<file path="src/common/cpsr_pkg.sv">
// Constants shared by the converter set-point register bank.
package cpsr_pkg;

	// ---------------------------------------------------------------
	// Command codes
	// ---------------------------------------------------------------
	localparam logic [7:0] CMD_SLEW = 8'h27;
	localparam logic [7:0] CMD_DROOP = 8'h28;
	localparam logic [7:0] CMD_DUTY = 8'h32;
	localparam logic [7:0] CMD_FSW = 8'h33;
	localparam logic [7:0] CMD_INPUT_TURN_ON_THRESHOLD = 8'h35;
	localparam logic [7:0] CMD_INPUT_TURN_OFF_THRESHOLD = 8'h36;
	localparam logic [7:0] CMD_STAGGER = 8'h37;
	localparam logic [7:0] CMD_OV_LIMIT = 8'h40;

	// ---------------------------------------------------------------
	// Register slots inside the bank
	// ---------------------------------------------------------------
	localparam int NUM_REGS = 8;
	localparam logic [2:0] IDX_SLEW = 3'h0;
	localparam logic [2:0] IDX_DROOP = 3'h1;
	localparam logic [2:0] IDX_DUTY = 3'h2;
	localparam logic [2:0] IDX_FSW = 3'h3;
	localparam logic [2:0] IDX_INPUT_TURN_ON_THRESHOLD = 3'h4;
	localparam logic [2:0] IDX_INPUT_TURN_OFF_THRESHOLD = 3'h5;
	localparam logic [2:0] IDX_STAGGER = 3'h6;
	localparam logic [2:0] IDX_OV_LIMIT = 3'h7;

	// Reset values (plain defaults)
	localparam logic [15:0] RST_SLEW = 16'h0000;
	localparam logic [15:0] RST_DROOP = 16'h0000;
	localparam logic [15:0] RST_DUTY = 16'h0000;
	localparam logic [15:0] RST_FSW = 16'h0000;
	localparam logic [15:0] RST_INPUT_TURN_ON_THRESHOLD = 16'h0000;
	localparam logic [15:0] RST_INPUT_TURN_OFF_THRESHOLD = 16'h0000;
	localparam logic [15:0] RST_STAGGER = 16'h0000;
	localparam logic [15:0] RST_OV_LIMIT = 16'hffff;

	// ---------------------------------------------------------------
	// Field layouts
	// ---------------------------------------------------------------
	localparam int GROUP_MSB = 11;
	localparam int GROUP_LSB = 8;
	localparam int COUNT_MSB = 7;
	localparam int COUNT_LSB = 4;
	localparam int ORDER_MSB = 3;
	localparam int ORDER_LSB = 0;
	localparam logic [3:0] ORDER_MASTER = 4'h0;
	localparam int L11_MANT_MSB = 10;
	localparam int L11_EXP_MSB = 15;
	localparam int L11_EXP_LSB = 11;
	localparam int UL16_EXP = -12;
	localparam int FIX_FRAC = 8;
	localparam int FIX_W = 24;

	// ---------------------------------------------------------------
	// Timing
	// ---------------------------------------------------------------
	localparam int CLK_PERIOD_NS = 40;
	localparam int RAMP_TICK_NS = 1000000;
	localparam int RAMP_TICK_CYCLES = RAMP_TICK_NS / CLK_PERIOD_NS;

endpackage : cpsr_pkg

</file>
<file path="src/verilog/cpsr_setpoint_regs.sv">
// Set-point command register bank of an isolated power converter.
`timescale 1ns/1ps

// Summary of operation
// - Slew setting in V/ms limits ramp of the output target.
// - No output adjustment applied while current sharing is active.
// - Droop coefficient word, mV/A, read and write.
// - Maximum duty cycle word, linear11 percent, read and write.
// - Switching frequency word, linear11 kHz, read and write.
// - Switching frequency write refused while the output is enabled.
// - Input reaching turn-on threshold starts operation, raises power good.
// - Input reaching turn-off threshold stops operation, drops power good.
// - Phase_stagger_config group identifier held in bits 11 to 8.
// - Phase_stagger_config participant count held in bits 7 to 4.
// - Phase_stagger_config position index held in bits 3 to 0.
// - Index zero drives sync pulse; others follow incoming pulse.
// - Over-voltage limit word; checking starts only after initialization.
// - Output above limit pulls alert low while fault persists.
// - Unsigned linear16 means mantissa times two to minus twelve.
module cpsr_setpoint_regs #(
	parameter int TICK_CYCLES = cpsr_pkg::RAMP_TICK_CYCLES
) (
	input wire logic core_clk,
	input wire logic reset,
	// Command port (decoded command layer of the management bus)
	input wire logic cmd_valid,
	input wire logic cmd_write,
	input wire logic [7:0] cmd_code,
	input wire logic [15:0] cmd_wdata,
	output logic rsp_valid,
	output logic rsp_error,
	output logic [15:0] rsp_rdata,
	// Converter state
	input wire logic init_done,
	input wire logic output_enabled,
	input wire logic share_active,
	input wire logic [15:0] vin_meas,
	input wire logic [15:0] vout_meas,
	input wire logic [15:0] vout_target,
	output logic [15:0] vout_ramped,
	output logic [15:0] droop_coeff,
	output logic [15:0] duty_limit,
	output logic [15:0] fsw_setting,
	output logic device_run,
	output logic power_good,
	// Phase_stagger_config
	output logic [3:0] stagger_group,
	output logic [3:0] stagger_count,
	output logic [3:0] stagger_order,
	input wire logic local_cycle_start,
	input wire logic sync_in,
	output logic sync_out,
	output logic sync_oe_n,
	output logic phase_ref,
	// Alert (open drain) and protection request
	output logic fault_alert_line_out,
	output logic fault_alert_line_oe_n,
	output logic ov_fault
);

	localparam int TICK_W = $clog2(TICK_CYCLES + 1);

	generate
		if (TICK_CYCLES < 2) begin : g_bad_tick
			$error("cpsr_setpoint_regs: TICK_CYCLES must be at least 2");
		end
	endgenerate

	// ---------------------------------------------------------------
	// Declarations
	// ---------------------------------------------------------------
	logic [15:0] regs [cpsr_pkg::NUM_REGS];
	logic [2:0] cmd_idx;
	logic cmd_known;
	logic wr_refused;
	logic wr_ok;
	logic [TICK_W-1:0] tick_cnt;
	logic ms_tick;
	logic [cpsr_pkg::FIX_W-1:0] vin_fx;
	logic [cpsr_pkg::FIX_W-1:0] on_fx;
	logic [cpsr_pkg::FIX_W-1:0] off_fx;
	logic ov_detect;
	logic [15:0] ramp_level;

	// ---------------------------------------------------------------
	// Command decode
	// ---------------------------------------------------------------
	// Map command code onto a bank slot
	always_comb begin
		cmd_known = 1'b1;
		case (cmd_code)
			cpsr_pkg::CMD_SLEW: cmd_idx = cpsr_pkg::IDX_SLEW;
			cpsr_pkg::CMD_DROOP: cmd_idx = cpsr_pkg::IDX_DROOP;
			cpsr_pkg::CMD_DUTY: cmd_idx = cpsr_pkg::IDX_DUTY;
			cpsr_pkg::CMD_FSW: cmd_idx = cpsr_pkg::IDX_FSW;
			cpsr_pkg::CMD_INPUT_TURN_ON_THRESHOLD: cmd_idx = cpsr_pkg::IDX_INPUT_TURN_ON_THRESHOLD;
			cpsr_pkg::CMD_INPUT_TURN_OFF_THRESHOLD: cmd_idx = cpsr_pkg::IDX_INPUT_TURN_OFF_THRESHOLD;
			cpsr_pkg::CMD_STAGGER: cmd_idx = cpsr_pkg::IDX_STAGGER;
			cpsr_pkg::CMD_OV_LIMIT: cmd_idx = cpsr_pkg::IDX_OV_LIMIT;
			default: begin
				cmd_idx = cpsr_pkg::IDX_SLEW;
				cmd_known = 1'b0;
			end
		endcase
	end

	assign wr_refused = cmd_write && cmd_code == cpsr_pkg::CMD_FSW
		&& output_enabled;
	assign wr_ok = cmd_valid && cmd_write && cmd_known && !wr_refused;

	// ---------------------------------------------------------------
	// Register bank
	// ---------------------------------------------------------------
	// full-word storage for every setting
	always_ff @(posedge core_clk) begin
		if (reset) begin
			regs[cpsr_pkg::IDX_SLEW] <= cpsr_pkg::RST_SLEW;
			regs[cpsr_pkg::IDX_DROOP] <= cpsr_pkg::RST_DROOP;
			regs[cpsr_pkg::IDX_DUTY] <= cpsr_pkg::RST_DUTY;
			regs[cpsr_pkg::IDX_FSW] <= cpsr_pkg::RST_FSW;
			regs[cpsr_pkg::IDX_INPUT_TURN_ON_THRESHOLD] <= cpsr_pkg::RST_INPUT_TURN_ON_THRESHOLD;
			regs[cpsr_pkg::IDX_INPUT_TURN_OFF_THRESHOLD] <= cpsr_pkg::RST_INPUT_TURN_OFF_THRESHOLD;
			regs[cpsr_pkg::IDX_STAGGER] <= cpsr_pkg::RST_STAGGER;
			regs[cpsr_pkg::IDX_OV_LIMIT] <= cpsr_pkg::RST_OV_LIMIT;
		end else if (wr_ok) begin
			regs[cmd_idx] <= cmd_wdata;
		end
	end

	// Answer one cycle after each command
	always_ff @(posedge core_clk) begin
		if (reset) begin
			rsp_valid <= 1'b0;
			rsp_error <= 1'b0;
			rsp_rdata <= 16'h0000;
		end else begin
			rsp_valid <= cmd_valid;
			rsp_error <= cmd_valid && (!cmd_known || wr_refused);
			// Reads of unknown codes return zero
			if (cmd_valid && !cmd_write && cmd_known) begin
				rsp_rdata <= regs[cmd_idx];
			end else if (cmd_valid) begin
				rsp_rdata <= 16'h0000;
			end
		end
	end

	// ---------------------------------------------------------------
	// Settings presented to the power stage
	// ---------------------------------------------------------------
	// duty limit forwarded
	always_ff @(posedge core_clk) begin
		if (reset) begin
			droop_coeff <= cpsr_pkg::RST_DROOP;
			duty_limit <= cpsr_pkg::RST_DUTY;
			fsw_setting <= cpsr_pkg::RST_FSW;
		end else begin
			droop_coeff <= regs[cpsr_pkg::IDX_DROOP];
			duty_limit <= regs[cpsr_pkg::IDX_DUTY];
			fsw_setting <= regs[cpsr_pkg::IDX_FSW];
		end
	end

	// ---------------------------------------------------------------
	// Slew ramp
	// ---------------------------------------------------------------
	// Millisecond tick; slew and target share the volt scale,
	// so the slew word is directly the step per tick.
	always_ff @(posedge core_clk) begin
		if (reset) begin
			tick_cnt <= '0;
			ms_tick <= 1'b0;
		end else if (tick_cnt == TICK_W'(TICK_CYCLES - 1)) begin
			tick_cnt <= '0;
			ms_tick <= 1'b1;
		end else begin
			tick_cnt <= tick_cnt + 1'b1;
			ms_tick <= 1'b0;
		end
	end

	cpsr_slew_ramp u_ramp (
		.core_clk(core_clk),
		.reset(reset),
		.tick(ms_tick),
		.hold(share_active),
		.target(vout_target),
		.step(regs[cpsr_pkg::IDX_SLEW]),
		.level(ramp_level)
	);

	always_ff @(posedge core_clk) begin
		if (reset) begin
			vout_ramped <= 16'h0000;
		end else begin
			vout_ramped <= ramp_level;
		end
	end

	// ---------------------------------------------------------------
	// Input turn-on / turn-off
	// ---------------------------------------------------------------
	cpsr_lin11_decode u_vin_dec (
		.core_clk(core_clk),
		.reset(reset),
		.lin11(vin_meas),
		.fixed_val(vin_fx)
	);

	cpsr_lin11_decode u_on_dec (
		.core_clk(core_clk),
		.reset(reset),
		.lin11(regs[cpsr_pkg::IDX_INPUT_TURN_ON_THRESHOLD]),
		.fixed_val(on_fx)
	);

	cpsr_lin11_decode u_off_dec (
		.core_clk(core_clk),
		.reset(reset),
		.lin11(regs[cpsr_pkg::IDX_INPUT_TURN_OFF_THRESHOLD]),
		.fixed_val(off_fx)
	);

	// start and power good
	// Hysteresis comes from the two thresholds; a stopped unit only
	// looks at turn-on, a running one only at turn-off.
	always_ff @(posedge core_clk) begin
		if (reset) begin
			device_run <= 1'b0;
			power_good <= 1'b0;
		end else if (!device_run && vin_fx >= on_fx) begin
			device_run <= 1'b1;
			power_good <= 1'b1;
		end else if (device_run && vin_fx <= off_fx) begin
			device_run <= 1'b0;
			power_good <= 1'b0;
		end
	end

	// ---------------------------------------------------------------
	// Phase_stagger_config
	// ---------------------------------------------------------------
	// group field
	always_ff @(posedge core_clk) begin
		if (reset) begin
			stagger_group <= 4'h0;
			stagger_count <= 4'h0;
			stagger_order <= 4'h0;
		end else begin
			stagger_group <= regs[cpsr_pkg::IDX_STAGGER]
				[cpsr_pkg::GROUP_MSB:cpsr_pkg::GROUP_LSB];
			stagger_count <= regs[cpsr_pkg::IDX_STAGGER]
				[cpsr_pkg::COUNT_MSB:cpsr_pkg::COUNT_LSB];
			stagger_order <= regs[cpsr_pkg::IDX_STAGGER]
				[cpsr_pkg::ORDER_MSB:cpsr_pkg::ORDER_LSB];
		end
	end

	// master drives, followers listen
	// Followers release the pin so several units can share one wire.
	always_ff @(posedge core_clk) begin
		if (reset) begin
			sync_out <= 1'b0;
			sync_oe_n <= 1'b1;
			phase_ref <= 1'b0;
		end else if (stagger_order == cpsr_pkg::ORDER_MASTER) begin
			sync_out <= local_cycle_start;
			sync_oe_n <= 1'b0;
			phase_ref <= local_cycle_start;
		end else begin
			sync_out <= 1'b0;
			sync_oe_n <= 1'b1;
			phase_ref <= sync_in;
		end
	end

	// ---------------------------------------------------------------
	// Over-voltage monitor
	// ---------------------------------------------------------------
	// compare only after init
	// both sides share the minus-twelve scale, compare raw
	assign ov_detect = init_done
		&& vout_meas > regs[cpsr_pkg::IDX_OV_LIMIT];

	always_ff @(posedge core_clk) begin
		if (reset) begin
			fault_alert_line_out <= 1'b0;
			fault_alert_line_oe_n <= 1'b1;
			ov_fault <= 1'b0;
		end else begin
			fault_alert_line_out <= 1'b0;
			fault_alert_line_oe_n <= !ov_detect;
			ov_fault <= ov_detect;
		end
	end

	// ---------------------------------------------------------------
	// Checks
	// ---------------------------------------------------------------
	a_freq_refused: assert property (@(posedge core_clk) disable iff (reset)
		cmd_valid && cmd_write && cmd_code == cpsr_pkg::CMD_FSW
		&& output_enabled
		|=> rsp_error && $stable(regs[cpsr_pkg::IDX_FSW])
		##1 $stable(fsw_setting))
		else $error("frequency write accepted while output on");

	a_write_readback: assert property (@(posedge core_clk) disable iff (reset)
		cmd_valid && cmd_write && cmd_code == cpsr_pkg::CMD_DROOP
		##1 cmd_valid && !cmd_write && cmd_code == cpsr_pkg::CMD_DROOP
		|=> rsp_rdata == $past(cmd_wdata, 2))
		else $error("droop read back differs from write");

	// Same check with one idle cycle between write and read
	a_gap_readback: assert property (@(posedge core_clk) disable iff (reset)
		cmd_valid && cmd_write && cmd_code == cpsr_pkg::CMD_DROOP
		##1 !cmd_valid
		##1 cmd_valid && !cmd_write && cmd_code == cpsr_pkg::CMD_DROOP
		|=> rsp_rdata == $past(cmd_wdata, 3))
		else $error("droop read back after gap differs from write");

	a_alert_low: assert property (@(posedge core_clk) disable iff (reset)
		ov_detect |=> !fault_alert_line_oe_n && !fault_alert_line_out
		&& ov_fault)
		else $error("alert not driven low on over-voltage");

	a_alert_init: assert property (@(posedge core_clk) disable iff (reset)
		!init_done |=> fault_alert_line_oe_n && !ov_fault)
		else $error("over-voltage reported before init");

	a_run_on: assert property (@(posedge core_clk) disable iff (reset)
		!device_run && vin_fx >= on_fx |=> device_run && power_good)
		else $error("unit failed to start at turn-on threshold");

	a_run_off: assert property (@(posedge core_clk) disable iff (reset)
		device_run && vin_fx <= off_fx |=> !device_run && !power_good)
		else $error("unit failed to stop at turn-off threshold");

	a_sync_master: assert property (@(posedge core_clk) disable iff (reset)
		stagger_order == cpsr_pkg::ORDER_MASTER
		|=> !sync_oe_n && sync_out == $past(local_cycle_start))
		else $error("index zero not driving sync");

	a_sync_follow: assert property (@(posedge core_clk) disable iff (reset)
		stagger_order != cpsr_pkg::ORDER_MASTER
		|=> sync_oe_n && phase_ref == $past(sync_in))
		else $error("follower not tracking incoming sync");

	a_order_field: assert property (@(posedge core_clk) disable iff (reset)
		wr_ok && cmd_code == cpsr_pkg::CMD_STAGGER |-> ##2
		stagger_group == $past(cmd_wdata[11:8], 2)
		&& stagger_count == $past(cmd_wdata[7:4], 2)
		&& stagger_order == $past(cmd_wdata[3:0], 2))
		else $error("phase_stagger_config fields misplaced");

endmodule : cpsr_setpoint_regs

</file>
<file path="src/verilog/cpsr_lin11_decode.sv">
// Linear11 to unsigned fixed-point converter with registered result.
`timescale 1ns/1ps

module cpsr_lin11_decode #(
	parameter int OUT_W = cpsr_pkg::FIX_W,
	parameter int FRAC = cpsr_pkg::FIX_FRAC
) (
	input wire logic core_clk,
	input wire logic reset,
	input wire logic [15:0] lin11,
	output logic [OUT_W-1:0] fixed_val
);

	generate
		if (OUT_W < FRAC + 16 || OUT_W > 48) begin : g_bad_width
			$error("cpsr_lin11_decode: OUT_W out of range");
		end
	endgenerate

	logic [OUT_W-1:0] next_fixed_val;

	// ---------------------------------------------------------------
	// Decode
	// ---------------------------------------------------------------
	// linear11 interpretation
	always_comb begin
		logic signed [10:0] mant;
		logic signed [4:0] expo;
		int sh;
		logic [63:0] wide;
		mant = lin11[cpsr_pkg::L11_MANT_MSB:0];
		expo = lin11[cpsr_pkg::L11_EXP_MSB:cpsr_pkg::L11_EXP_LSB];
		sh = int'(expo) + FRAC;
		wide = {54'h0, lin11[cpsr_pkg::L11_MANT_MSB-1:0]};
		if (sh >= 0) begin
			wide = wide << sh;
		end else begin
			wide = wide >> (-sh);
		end
		// Negative values have no meaning for thresholds: floor at zero
		if (mant < 0) begin
			next_fixed_val = '0;
		end else if (wide[63:OUT_W] != '0) begin
			next_fixed_val = '1;
		end else begin
			next_fixed_val = wide[OUT_W-1:0];
		end
	end

	always_ff @(posedge core_clk) begin
		if (reset) begin
			fixed_val <= '0;
		end else begin
			fixed_val <= next_fixed_val;
		end
	end

endmodule : cpsr_lin11_decode

</file>
<file path="src/verilog/cpsr_slew_ramp.sv">
// Output target ramp limited by a per-tick slew step.
`timescale 1ns/1ps

module cpsr_slew_ramp (
	input wire logic core_clk,
	input wire logic reset,
	input wire logic tick,
	input wire logic hold,
	input wire logic [15:0] target,
	input wire logic [15:0] step,
	output logic [15:0] level
);

	logic [15:0] diff_up;
	logic [15:0] diff_dn;

	assign diff_up = target - level;
	assign diff_dn = level - target;

	// ---------------------------------------------------------------
	// Ramp
	// ---------------------------------------------------------------
	// slew limited ramp
	always_ff @(posedge core_clk) begin
		if (reset) begin
			level <= 16'h0000;
		end else if (tick && !hold) begin
			// Zero step means no limit: jump straight to target
			if (step == 16'h0000) begin
				level <= target;
			end else if (level < target) begin
				level <= (diff_up > step) ? level + step : target;
			end else if (level > target) begin
				level <= (diff_dn > step) ? level - step : target;
			end
		end
	end

	a_ramp_hold: assert property (@(posedge core_clk) disable iff (reset)
		hold |=> $stable(level))
		else $error("ramp moved while sharing active");

	a_ramp_step: assert property (@(posedge core_clk) disable iff (reset)
		(tick && !hold && step != 16'h0000 && level < target)
		|=> (level - $past(level)) <= $past(step))
		else $error("ramp step above slew setting");

endmodule : cpsr_slew_ramp

</file>
<file path="config.mk">
export PLATFORM = sky130hd
export DESIGN_NAME = cpsr_setpoint_regs
export DESIGN_NICKNAME = d
export VERILOG_FILES = /design/src/common/cpsr_pkg.sv /design/src/verilog/cpsr_setpoint_regs.sv /design/src/verilog/cpsr_lin11_decode.sv /design/src/verilog/cpsr_slew_ramp.sv
export SDC_FILE = /design/constraint.sdc
export NUM_CORES = 1
export LEC_CHECK = 0
export BUFFER_PORTS_ARGS = -buffer_cell sky130_fd_sc_hd__buf_4
export CAP_MARGIN = 30
export CORE_MARGIN = 2
export CORE_UTILIZATION = 49
export DETAILED_ROUTE_END_ITERATION = 10
export PLACE_DENSITY = 0.67
export SYNTH_ARGS = -nofsm -noshare
export SYNTH_HDL_FRONTEND = slang
export SYNTH_SLANG_ARGS = --single-unit
</file>
<file path="constraint.sdc">
create_clock -name core_clk -period 15.15 [get_ports core_clk]
set_input_delay 3.03 -clock core_clk [delete_from_list [all_inputs] [get_ports core_clk]]
set_output_delay 3.03 -clock core_clk [all_outputs]
set_load 0.03 [all_outputs]
</file>
=== After elaboration in Yosys (flattened, before gate mapping) ===
Memories as Yosys holds them, arrays and structs flattened. A register that Yosys moved wholly into a read port is not among the register bits.
Cells that the tools add are included.

* Equality and inequality tests: 9
* Shift-type cells: 6
* Reductions and logical operators: 35
* Add/subtract/negate cells: 11
* Bitwise gates (word level): 1
* Multiplexer cells: 28
* $lt $le $gt $ge: 13

{| class="wikitable"
|+ Operators by type and width
! kind !! number
|-
| two-way mux 64 bit || 3
|-
| left shift 10 x 32 -> 64 bit || 3
|-
| right shift 10 x 32 -> 64 bit || 3
|-
| two-way mux 16 bit || 8
|-
| nonzero test 40 bit || 3
|-
| greater-or-equal comparator 32 x 1 -> 1 bit, second input constant || 3
|-
| negator 32 bit || 3
|-
| two-way mux 24 bit || 3
|-
| > comparator 16 bit || 4
|-
| equality test 8 x 6 -> 1 bit, second input constant || 7
|-
| subtractor 16 bit || 3
|-
| less-than comparator 11 x 1 -> 1 bit, second input constant || 3
|-
| greater-or-equal comparator 24 bit || 1
|-
| less-or-equal comparator 24 bit || 1
|-
| case mux 3 bit (7 select lines) || 1
|-
| adder 5 x 5 -> 6 bit, second input constant || 3
|-
| adder 16 bit || 1
|-
| zero test 16 bit || 1
|-
| less-than comparator 16 bit || 1
|-
| OR reduction 16 bit || 1
|-
| adder 15 x 1 -> 15 bit, second input constant || 1
|-
| equality test 15 bit, second input constant || 1
|-
| logical AND 1 bit || 12
|-
| two-way mux 1 bit || 12
|-
| other kinds (11) || 21
|}

* Bits of input ports: 81
* Bits in writable memories: 128
* Word-level logic and storage cells: 120
* Memories kept: 1
* Output and inout port bits: 102
* Bits in registers: 144

{| class="wikitable"
|+ Memory list
! name !! depth !! width !! rd ports !! clocked after Yosys merged registers in !! wr ports !! line !! text
|-
| regs || 8 || 16 || 9 || 4 || 8 || cpsr_setpoint_regs.sv:72 || <nowiki>logic [15:0] regs [cpsr_pkg::NUM_REGS];</nowiki>
|}

=== Logic depth before layout (Yosys ltp) ===
Gate-level depths: netlist of the first run.

* Word-level depth: 10
* Depth in mapped cells: 22
* Depth with buffers taken out: 20

=== Cells and area by module ===
A second synthesis of the first run with hierarchy kept.

* Cells, all modules: 2752
* Area, all modules: 24138.2 sq um

{| class="wikitable"
|+ Modules (own cells, without submodules)
! module !! area each (sq um) !! seq. area each (sq um) !! cells each !! instances
|-
| cpsr_setpoint_regs || 11307.1 || 6165.9 || 1058 || 1
|-
| cpsr_slew_ramp || 4623.2 || 320.3 || 613 || 1
|-
| cpsr_lin11_decode at u_vin_dec || 2860.2 || 480.5 || 361 || 1
|-
| cpsr_lin11_decode at u_off_dec || 2742.6 || 480.5 || 360 || 1
|-
| cpsr_lin11_decode at u_on_dec || 2605.0 || 480.5 || 360 || 1
|}

=== Least setup slack after synthesis of the first run ===
OpenSTA, ideal clock, no wires.

* Path kind: input to register
* Start point: input port vout_target[1]
* End point: register u_ramp.level[0]
* Data required time: 15.049 ns
* Slack: 8.146 ns
* Cell stages on the path: 19
* Data arrival time: 6.903 ns
* Buffers on the path: 1
* Setup time: 0.101 ns
* Path through: inv_1 -> ha_1 -> nor2b_1 -> o21ai_0 -> a21oi_1 -> o21bai_1 -> a21oi_1 -> o31ai_1 -> mux2i_1 -> o2111ai_1 -> ha_1 -> nand4_1 -> a2111o_1 -> a31oi_1 -> nand2_1 -> a21oi_1 -> buf_2 -> nor2_1 -> o41ai_1

* Cells in the longest elaborated chain, start to end: 6
* Elaborated cells on any way between the ends: 13
* Classes of those cells: add/sub (2); order compare (4); mux (5); reduce/logical (2)

{| class="wikitable"
|+ RTL lines
! element !! line !! text
|-
| start, declared || cpsr_setpoint_regs.sv:39 || <nowiki>input wire logic [15:0] vout_target,</nowiki>
|-
| subtractor 16 bit || cpsr_slew_ramp.sv:18 || <nowiki>assign diff_dn = level - target;</nowiki>
|-
| > comparator 16 bit || cpsr_slew_ramp.sv:34 || <nowiki>level <= (diff_dn > step) ? level - step : target;</nowiki>
|-
| two-way mux 16 bit || cpsr_slew_ramp.sv:34 ||
|-
| two-way mux 16 bit || cpsr_slew_ramp.sv:33 || <nowiki>end else if (level > target) begin</nowiki>
|-
| two-way mux 16 bit || cpsr_slew_ramp.sv:31 || <nowiki>end else if (level < target) begin</nowiki>
|-
| two-way mux 16 bit || cpsr_slew_ramp.sv:29 || <nowiki>if (step == 16'h0000) begin</nowiki>
|-
| end signal, assigned || cpsr_slew_ramp.sv:30 || <nowiki>level <= target;</nowiki>
|-
| end signal, assigned || cpsr_slew_ramp.sv:32 || <nowiki>level <= (diff_up > step) ? level + step : target;</nowiki>
|-
| end signal, assigned || cpsr_slew_ramp.sv:34 ||
|-
| end, declared || cpsr_slew_ramp.sv:11 || <nowiki>output logic [15:0] level</nowiki>
|}

Parallel ways exist; a longest one is shown, timed or not. The select of a mux whose other input is x is not followed.
A chain may end at the register's enable or synchronous reset.

=== Worst setup path in the final report of the first run ===
* Start point: input port vout_target[1]
* End point: register u_ramp.level[6]

Same word-level chain as after synthesis.

==> reports/qor.yml, run 1 <==
outcome:
  status: "finished clean"
logic_synthesis:
  ys_top_cells_by_area: "dfxtp_1 (19%), edfxtp_1 (17%), ha_1 (10%)"
  synth_cell_types: 88
  synth.avg_cell_area_um2: 8.656
  ys_dominant_reg_cell: "dfxtp_1"
  seq_area_frac_synth: 0.3597
  syn_inst: 2546
  yosys_warnings: 0
  synth.largest_area_cell: "dfxtp_1"
  synthesis.nets: 2818
  syn_area_um2: 22040
  synth_top_area_frac: 0.1853
  synth_edf_count: 128
  async_flop_share: 0
  synth-seq-cells: 332
worst_setup_path:
  crit_fanout: 23
  critical-path-top-delay-family: "compound AO/OA/AOI/OAI gates"
  cp_num_buf_inv: 3
  critPathArrivalTime_ps: 8750
  max_stage_delay_ps: 710
  crit_top_cell: "a21oi_1"
  crit_type: "input pin to register"
  critPathSlowestCell: "o31ai_1"
  path_cells: "buf_4 > inv_1 > ha_1 > nor2b_1 > o21ai_0 > a21oi_1 > o21bai_1 > a21oi_1 > o31ai_1 > mux2i_1 > o2111ai_1 > ha_1 > nand4_1 > a2111o_1 > a31oi_1 > nand2_1 > a21oi_1 > buf_4 > nor3_1 > a2111oi_0"
  start_kind: "input pin"
  endpoint_kind: "register"
  required_ps: 15590
clocking:
  cts_sinks: 332
  root_buffer: "clkbuf_16"
  cts_tree: "yes"
  cts_hold_buf: 0
  clk_pin_slew_ps: 60
  clockBufferDepth: 3
  cts_setup_buffers: 0
  cts_made_buffers: 38
  cts_resized: 0
  cts_max_level: 2
  clk_latency_ps: 550
floorplan:
  fp.dieH_um: 216.1
  row_count: 77
  die-area_um2: 46690
  initial_core_util: 0.4973
  die_w_um: 216.1
  ioPinCount: 183
  core-area_um2: 44320
detailed_routing:
  wire_per_inst_um: 20.27
  ant_nets: 0
  drt_pass1_iterations: 5
  via_per_inst: 5.989
  drc_errors: 0
  routed_wl_mm: 66.24
  vias: 19570
  drt_iter0_markers: 1896
layout:
  multiInputGateArea_um2: 12880
  utilization: 0.5641
  diodes: 0
  fin_cells: 3268
  syn_to_final_growth_pct: 13.44
  nNetsFinal: 2919
  ff_latch_area_um2: 7928
  n_fill_cell: 4070
  drive_gt1_frac: 0.1304
  fin_area_um2: 25000
power:
  peakVddDrop_mv: 0.07491
  p_per_area_nw_per_um2: 94.23
  power.leakage_uw: 0.01022
global_routing:
  grt_use_total: 0.2796
  grt_max_degree: 56
  antenna_found_initial: 0
  grt_pass1_wl_mm: 104.1
  first_global_vias: 18660
  grt_overflow: 0
timing:
  max_slew_margin: 0.2981
  fmax_mhz: 120.4
  rsz0062_at_grt: "no"
  hold_violations: 0
  fin_crit_sh: 0.5484
  skew_ps: 16.75
  tightestPinTransition_ps: 1043
  min_period_ps: 8308
  finalSetupViolations: 0
  timing.setup.tns_ps: 0
  drv_slew: 0
placed_design:
  globalplace.congestion: 0.9432
  dp_hpwl_mm: 48.83
  placed_area_um2: 23730
  portBuffers: 181
  dp.cells: 3199
min_path:
  holdCritPathClass: "register to register"
job:
  drv_cap: 0
[state kept, by name (all words and copies together) (netlist names)]
signal / count
stagger_count: 4
stagger_group: 4
stagger_order: 4
fsw_setting: 16
duty_limit: 16
droop_coeff: 16
fault_alert_line_oe_n: 1
regs: 128
vout_ramped: 16
rsp_error: 1
u_ramp.level: 16
ms_tick: 1
rsp_valid: 1
phase_ref: 1
u_off_dec.fixed_val: 24
u_vin_dec.fixed_val: 24
sync_oe_n: 1
u_on_dec.fixed_val: 24
sync_out: 1
ov_fault: 1
rsp_rdata: 16
tick_cnt: 15
power_good: 1
[per-stage QoR]
| step | hold WS, ps | total power, uW | setup slack [ps] |
|---|---|---|---|
| 3_5_place_dp | 439.1 | 1423 | 6474 |
| 6_report | 456.4 | 2356 | 6842 |
| 4_1_cts | 455.8 | 2366 | 7024 |
| 2_1_floorplan | 417.6 | 1290 | 8146 |
| 3_3_place_gp | 434.5 | 1418 | 6790 |
| 5_1_grt | 498.4 | 2450 | 6409 |
[cells in the mapped netlist (all sizes together), types with 6 or more instances]
cell type  instances
a211oi            28
a21o              25
a21oi            195
a22oi             10
a31oi             16
a32oi              9
and2              92
and3              48
and4               6
buf               35
clkbuf           109
clkinv             6
dfxtp            204
edfxtp           128
fa                 7
ha               184
inv              164
mux2              17
mux2i             55
mux4              11
nand2            187
nand2b            38
nand3             56
nand3b             8
nand4             32
nor2             210
nor2b             95
nor3              98
nor4              22
nor4b              6
o2111ai           22
o211a              6
o211ai            34
o21a              16
o21ai            108
o21bai             7
o221ai            10
o22ai             55
o31a              10
o31ai             10
or2               30
or3                9
xnor2             30
xor2              18
[power by group]
group | switching [uW] | total [uW] | leakage (uW) | internal (uW)
Combinational | 259 | 415 | 0.00670 | 156
Sequential | 32.7 | 998 | 0.00289 | 966
Clock | 379 | 943 | 0.000628 | 564
Total | 670 | 2360 | 0.0102 | 1690
[placed cells by master, fill, tap and decap left out, types with 55 or more instances in the layout]
cell type  instances
a21oi_1          174
buf_4            204
edfxtp_1         128
dfxtp_1          204
nor3_1            98
nand2_1          187
ha_1             184
nor2b_1           95
and2_1            92
inv_1            163
nor2_1           209
o21ai_0           95
o22ai_1           55
nand3_1           56
mux2i_1           55
[metal layers]
| metal | share of wire | global-route usage |
|---|---|---|
| met3 | 0.069 | 0.04295 |
| met2 | 0.45 | 0.4440 |
| met4 | 0.032 | 0.08927 |
| met5 | 0 | 0 |
| met1 | 0.45 | 0.3912 |
[cell families (layout without fill, tap and decap cells)]
kind of cell	count (synthesis)	after routing	synth area share
flip-flops	332	332	0.3597
XOR/XNOR	48	48	0.01908
AO/OA/AOI/OAI	627	627	0.1880
other	1	1	0.0001702
buffers and inverters	314	444	0.05700
multiplexers	83	83	0.04542
adder cells (fa/ha/maj)	191	191	0.1108
AND/OR/NAND/NOR	950	950	0.2197
[cell type report]
class | count | share of cell area
clock buffer | 55 | 0.04444
clock inverter | 14 | 0.006556
inverter | 170 | 0.02552
multi-input combinational | 1900 | 0.5150
sequential | 332 | 0.3171
tap | 592 | 0.02963
timing repair buffer | 205 | 0.06171
[worst reg2reg max path: cells and delay by family, from the launching register on]
family | cells | cell delay [ps]
adder cells (fa/ha/maj) | 2 | 650
buffers and inverters | 1 | 280
flip-flops | 1 | 470
AND/OR/NAND/NOR | 4 | 1060
multiplexers | 1 | 280
AO/OA/AOI/OAI | 10 | 3230
[path summary, 6_finish.rpt]
| path | start | endpoint | slack (ps) | cells after the start |
|---|---|---|---|---|
| min reg2reg | tick_cnt[0] | tick_cnt[0] | 460 | 1 |
| min | tick_cnt[0] | tick_cnt[0] | 460 | 1 |
| max reg2reg | u_ramp.level[1] | u_ramp.level[6] | 9070 | 18 |
| max | vout_target[1] | u_ramp.level[6] | 6840 | 20 |
No activity file was read; power rests on OpenSTA's default activity.
==> inputs of run 2 (changes only) <==
PLACE_DENSITY = 0.7   (was 0.67)
clock period = 6.8 ns   (was 15.15 ns; I/O delays follow)
==> run 2 against run 1 <==
Against the previous run:
- count of clock-buffer cells in the layout fell by 3
- via count rose by 0.81%
- sequential power rose by 120%
- flip-flop and latch count did not move
- global-route usage rose by 0.60 points
- clock power rose by 120%
==> reports/qor.yml, run 2 (synthesis results as in run 1) <==
outcome:
  status: "finished clean"
worst_setup_path:
  reg2reg_depth: 18  # unchanged
  path_cells: "buf_4 > inv_1 > ha_1 > nor2b_1 > o21ai_0 > a21oi_1 > o21bai_1 > a21oi_1 > o31ai_1 > mux2i_1 > o2111ai_1 > ha_1 > nand4_1 > nor4_1 > a21o_1 > a31oi_1 > buf_4 > nand2_1 > buf_4 > o32ai_1 > o2111a_1 > a2111oi_0"
  critPathArrivalTime_ps: 6130  # -2620 ps
  rrSetupSlack_ps: 1640  # -7430 ps
  endpoint_kind: "register"
  timing.rr.start: "u_ramp.level[1]"
  start_kind: "input pin"
  r2r-end: "u_ramp.level[8]"
  crit_top_cell: "buf_4"
  critPathSlowestCell: "o31ai_1"
  critPathLaunch: "vout_target[1]"
  crit_fanout: 22  # -4.3%
  required_ps: 7240  # -8350 ps
  max_stage_delay_ps: 700  # about the same
  crit_type: "input pin to register"
timing:
  skew_ps: 22.44  # +5.688 ps
  setup_slack_ps: 1111  # -5731 ps
  hold_violations: 0  # unchanged
  fmax_mhz: 175.8
  max_slew_margin: 0.3091  # +0.01104
  tightestPinTransition_ps: 1028  # -14.85 ps
  timing.setup.tns_ps: 0  # unchanged
  whs_ps: 450.9  # -5.526 ps
  fin_crit_sh: 0.8367
  finalSetupViolations: 0  # unchanged
  drv_slew: 0  # unchanged
  rsz0062_at_grt: "no"
  min_period_ps: 5689
floorplan:
  die_w_um: 216.1  # unchanged
  row_count: 77  # unchanged
  initial_core_util: 0.4973  # unchanged
  die-area_um2: 46690  # unchanged
  core-area_um2: 44320  # unchanged
  ioPinCount: 183  # unchanged
  fp.dieH_um: 216.1  # unchanged
layout:
  syn_to_final_growth_pct: 13.72
  drive_gt1_frac: 0.1319  # +0.001445
  fin_cells: 3269  # +0.031%
  largest_reg_flops: 128  # unchanged
  layout_commonest_cell: "nor2_1"
  most-common-layout-cells: "nor2_1 (209), dfxtp_1 (204), buf_4 (204), nand2_1 (187), ha_1 (184)"
  nNetsFinal: 2919  # unchanged
  n_fill_cell: 4021  # -1.2%
  top_register: "regs"
  diodes: 0  # unchanged
power:
  power.leakage_uw: 0.01025  # +0.33%
  peakVddDrop_mv: 0.2225  # +200%
  total_power_uw: 5276  # +120%
  p_per_area_nw_per_um2: 210.5  # +120%
placed_design:
  globalplace.congestion: 0.9557  # +1.3%
  dp_hpwl_mm: 49.87  # +2.1%
  portBuffers: 181  # unchanged
  dp.cells: 3198  # -0.031%
  place_ws_ps: 697.6  # -5777 ps
detailed_routing:
  drt_pass1_iterations: 6  # +1
  vias: 19730  # +0.81%
  wire_per_inst_um: 20.64  # +1.8%
  via_per_inst: 6.035  # +0.78%
  drc_errors: 0  # unchanged
  routed_wl_mm: 67.48  # +1.9%
  ant_nets: 0  # unchanged
  drt_iter0_markers: 1836  # -3.2%
global_routing:
  grt_use_total: 0.2856  # +0.006009
  first_global_vias: 18820  # +0.88%
  antenna_found_initial: 1  # +1
  grt_max_degree: 62  # +11%
  grt_overflow: 0  # unchanged
  grt_pass1_wl_mm: 105.9  # +1.8%
clocking:
  clockBufferDepth: 3  # unchanged
  cts_made_buffers: 38  # unchanged
  clk_pin_slew_ps: 60  # about the same
  cts_resized: 0  # unchanged
  cts_sinks: 332  # unchanged
  clk_latency_ps: 580  # +30 ps
  cts_hold_buf: 0  # unchanged
  cts_tree: "yes"
  cts_max_level: 2  # unchanged
  root_buffer: "clkbuf_16"
  cts_setup_buffers: 0  # unchanged
min_path:
  hp-start: "tick_cnt[0]"
  whs_endpoint: "tick_cnt[0]"
  holdCritPathClass: "register to register"
  hold_depth: 1  # unchanged
job:
  drv_cap: 0  # unchanged
==> run 2: cell count changes in the layout (fill, tap and decap cells not counted) <==
| cell | before | now |
|---|---|---|
| buf_6 | 1 | 0 |
| inv_6 | 2 | 0 |
| clkbuf_16 | 40 | 43 |
| clkbuf_8 | 5 | 6 |
| bufinv_16 | 3 | 1 |
| clkbuf_4 | 1 | 0 |
| inv_4 | 1 | 0 |
| clkinv_16 | 0 | 1 |
| buf_16 | 0 | 1 |
| clkinv_1 | 6 | 9 |
| clkbuf_1 | 9 | 3 |
| clkinv_2 | 5 | 9 |
| clkinv_4 | 2 | 3 |
==> run 2: cell type report <==
class,instances,area (um2),area share
clock buffer,52,1170,0.04668
tap,592,740.7,0.02956
sequential,332,7928,0.3163
inverter,170,638.1,0.02546
timing repair buffer,205,1559,0.06221
clock inverter,18,150.1,0.005991
multi-input combinational,1900,12880,0.5138
==> run 2: how the worst max path moves through the flow <==
stage	endpoint	slack, ps	depth (start not counted)
after floorplan	u_ramp.level[0]	1470	19
after global placement	u_ramp.level[8]	890	21
after detailed placement	u_ramp.level[8]	700	21
after CTS	u_ramp.level[8]	1250	21
after global routing	u_ramp.level[6]	640	22
final	u_ramp.level[6]	1110	22
==> run 2: metrics by stage <==
step | util | instance area, um2
after floorplan | - | 22040
after global placement | 0.5349 | 23710
after detailed placement | 0.5351 | 23710
after CTS | 0.5649 | 25030
after global routing | 0.5655 | 25060
final | 0.5655 | 25060
==> run 2: where the power goes <==
group | total [uW] | leakage (uW) | switching (uW) | internal (uW)
Sequential | 2230 | 0.00289 | 76.3 | 2150
Clock | 2120 | 0.000655 | 867 | 1250
Combinational | 928 | 0.00670 | 579 | 348
Total | 5280 | 0.0103 | 1520 | 3750
==> run 2: worst max-delay path, delay by kind of cell <==
family / cells / cell delay (ps)
AO/OA/AOI/OAI: 11 / 2430
adder cells (fa/ha/maj): 2 / 610
buffers and inverters: 4 / 710
multiplexers: 1 / 270
AND/OR/NAND/NOR: 4 / 740
==> run 2: metal layers <==
layer,global-route usage,share of wire
met1,0.3923,0.44
met2,0.4529,0.45
met5,0,0.00016
met3,0.05025,0.077
met4,0.1014,0.035
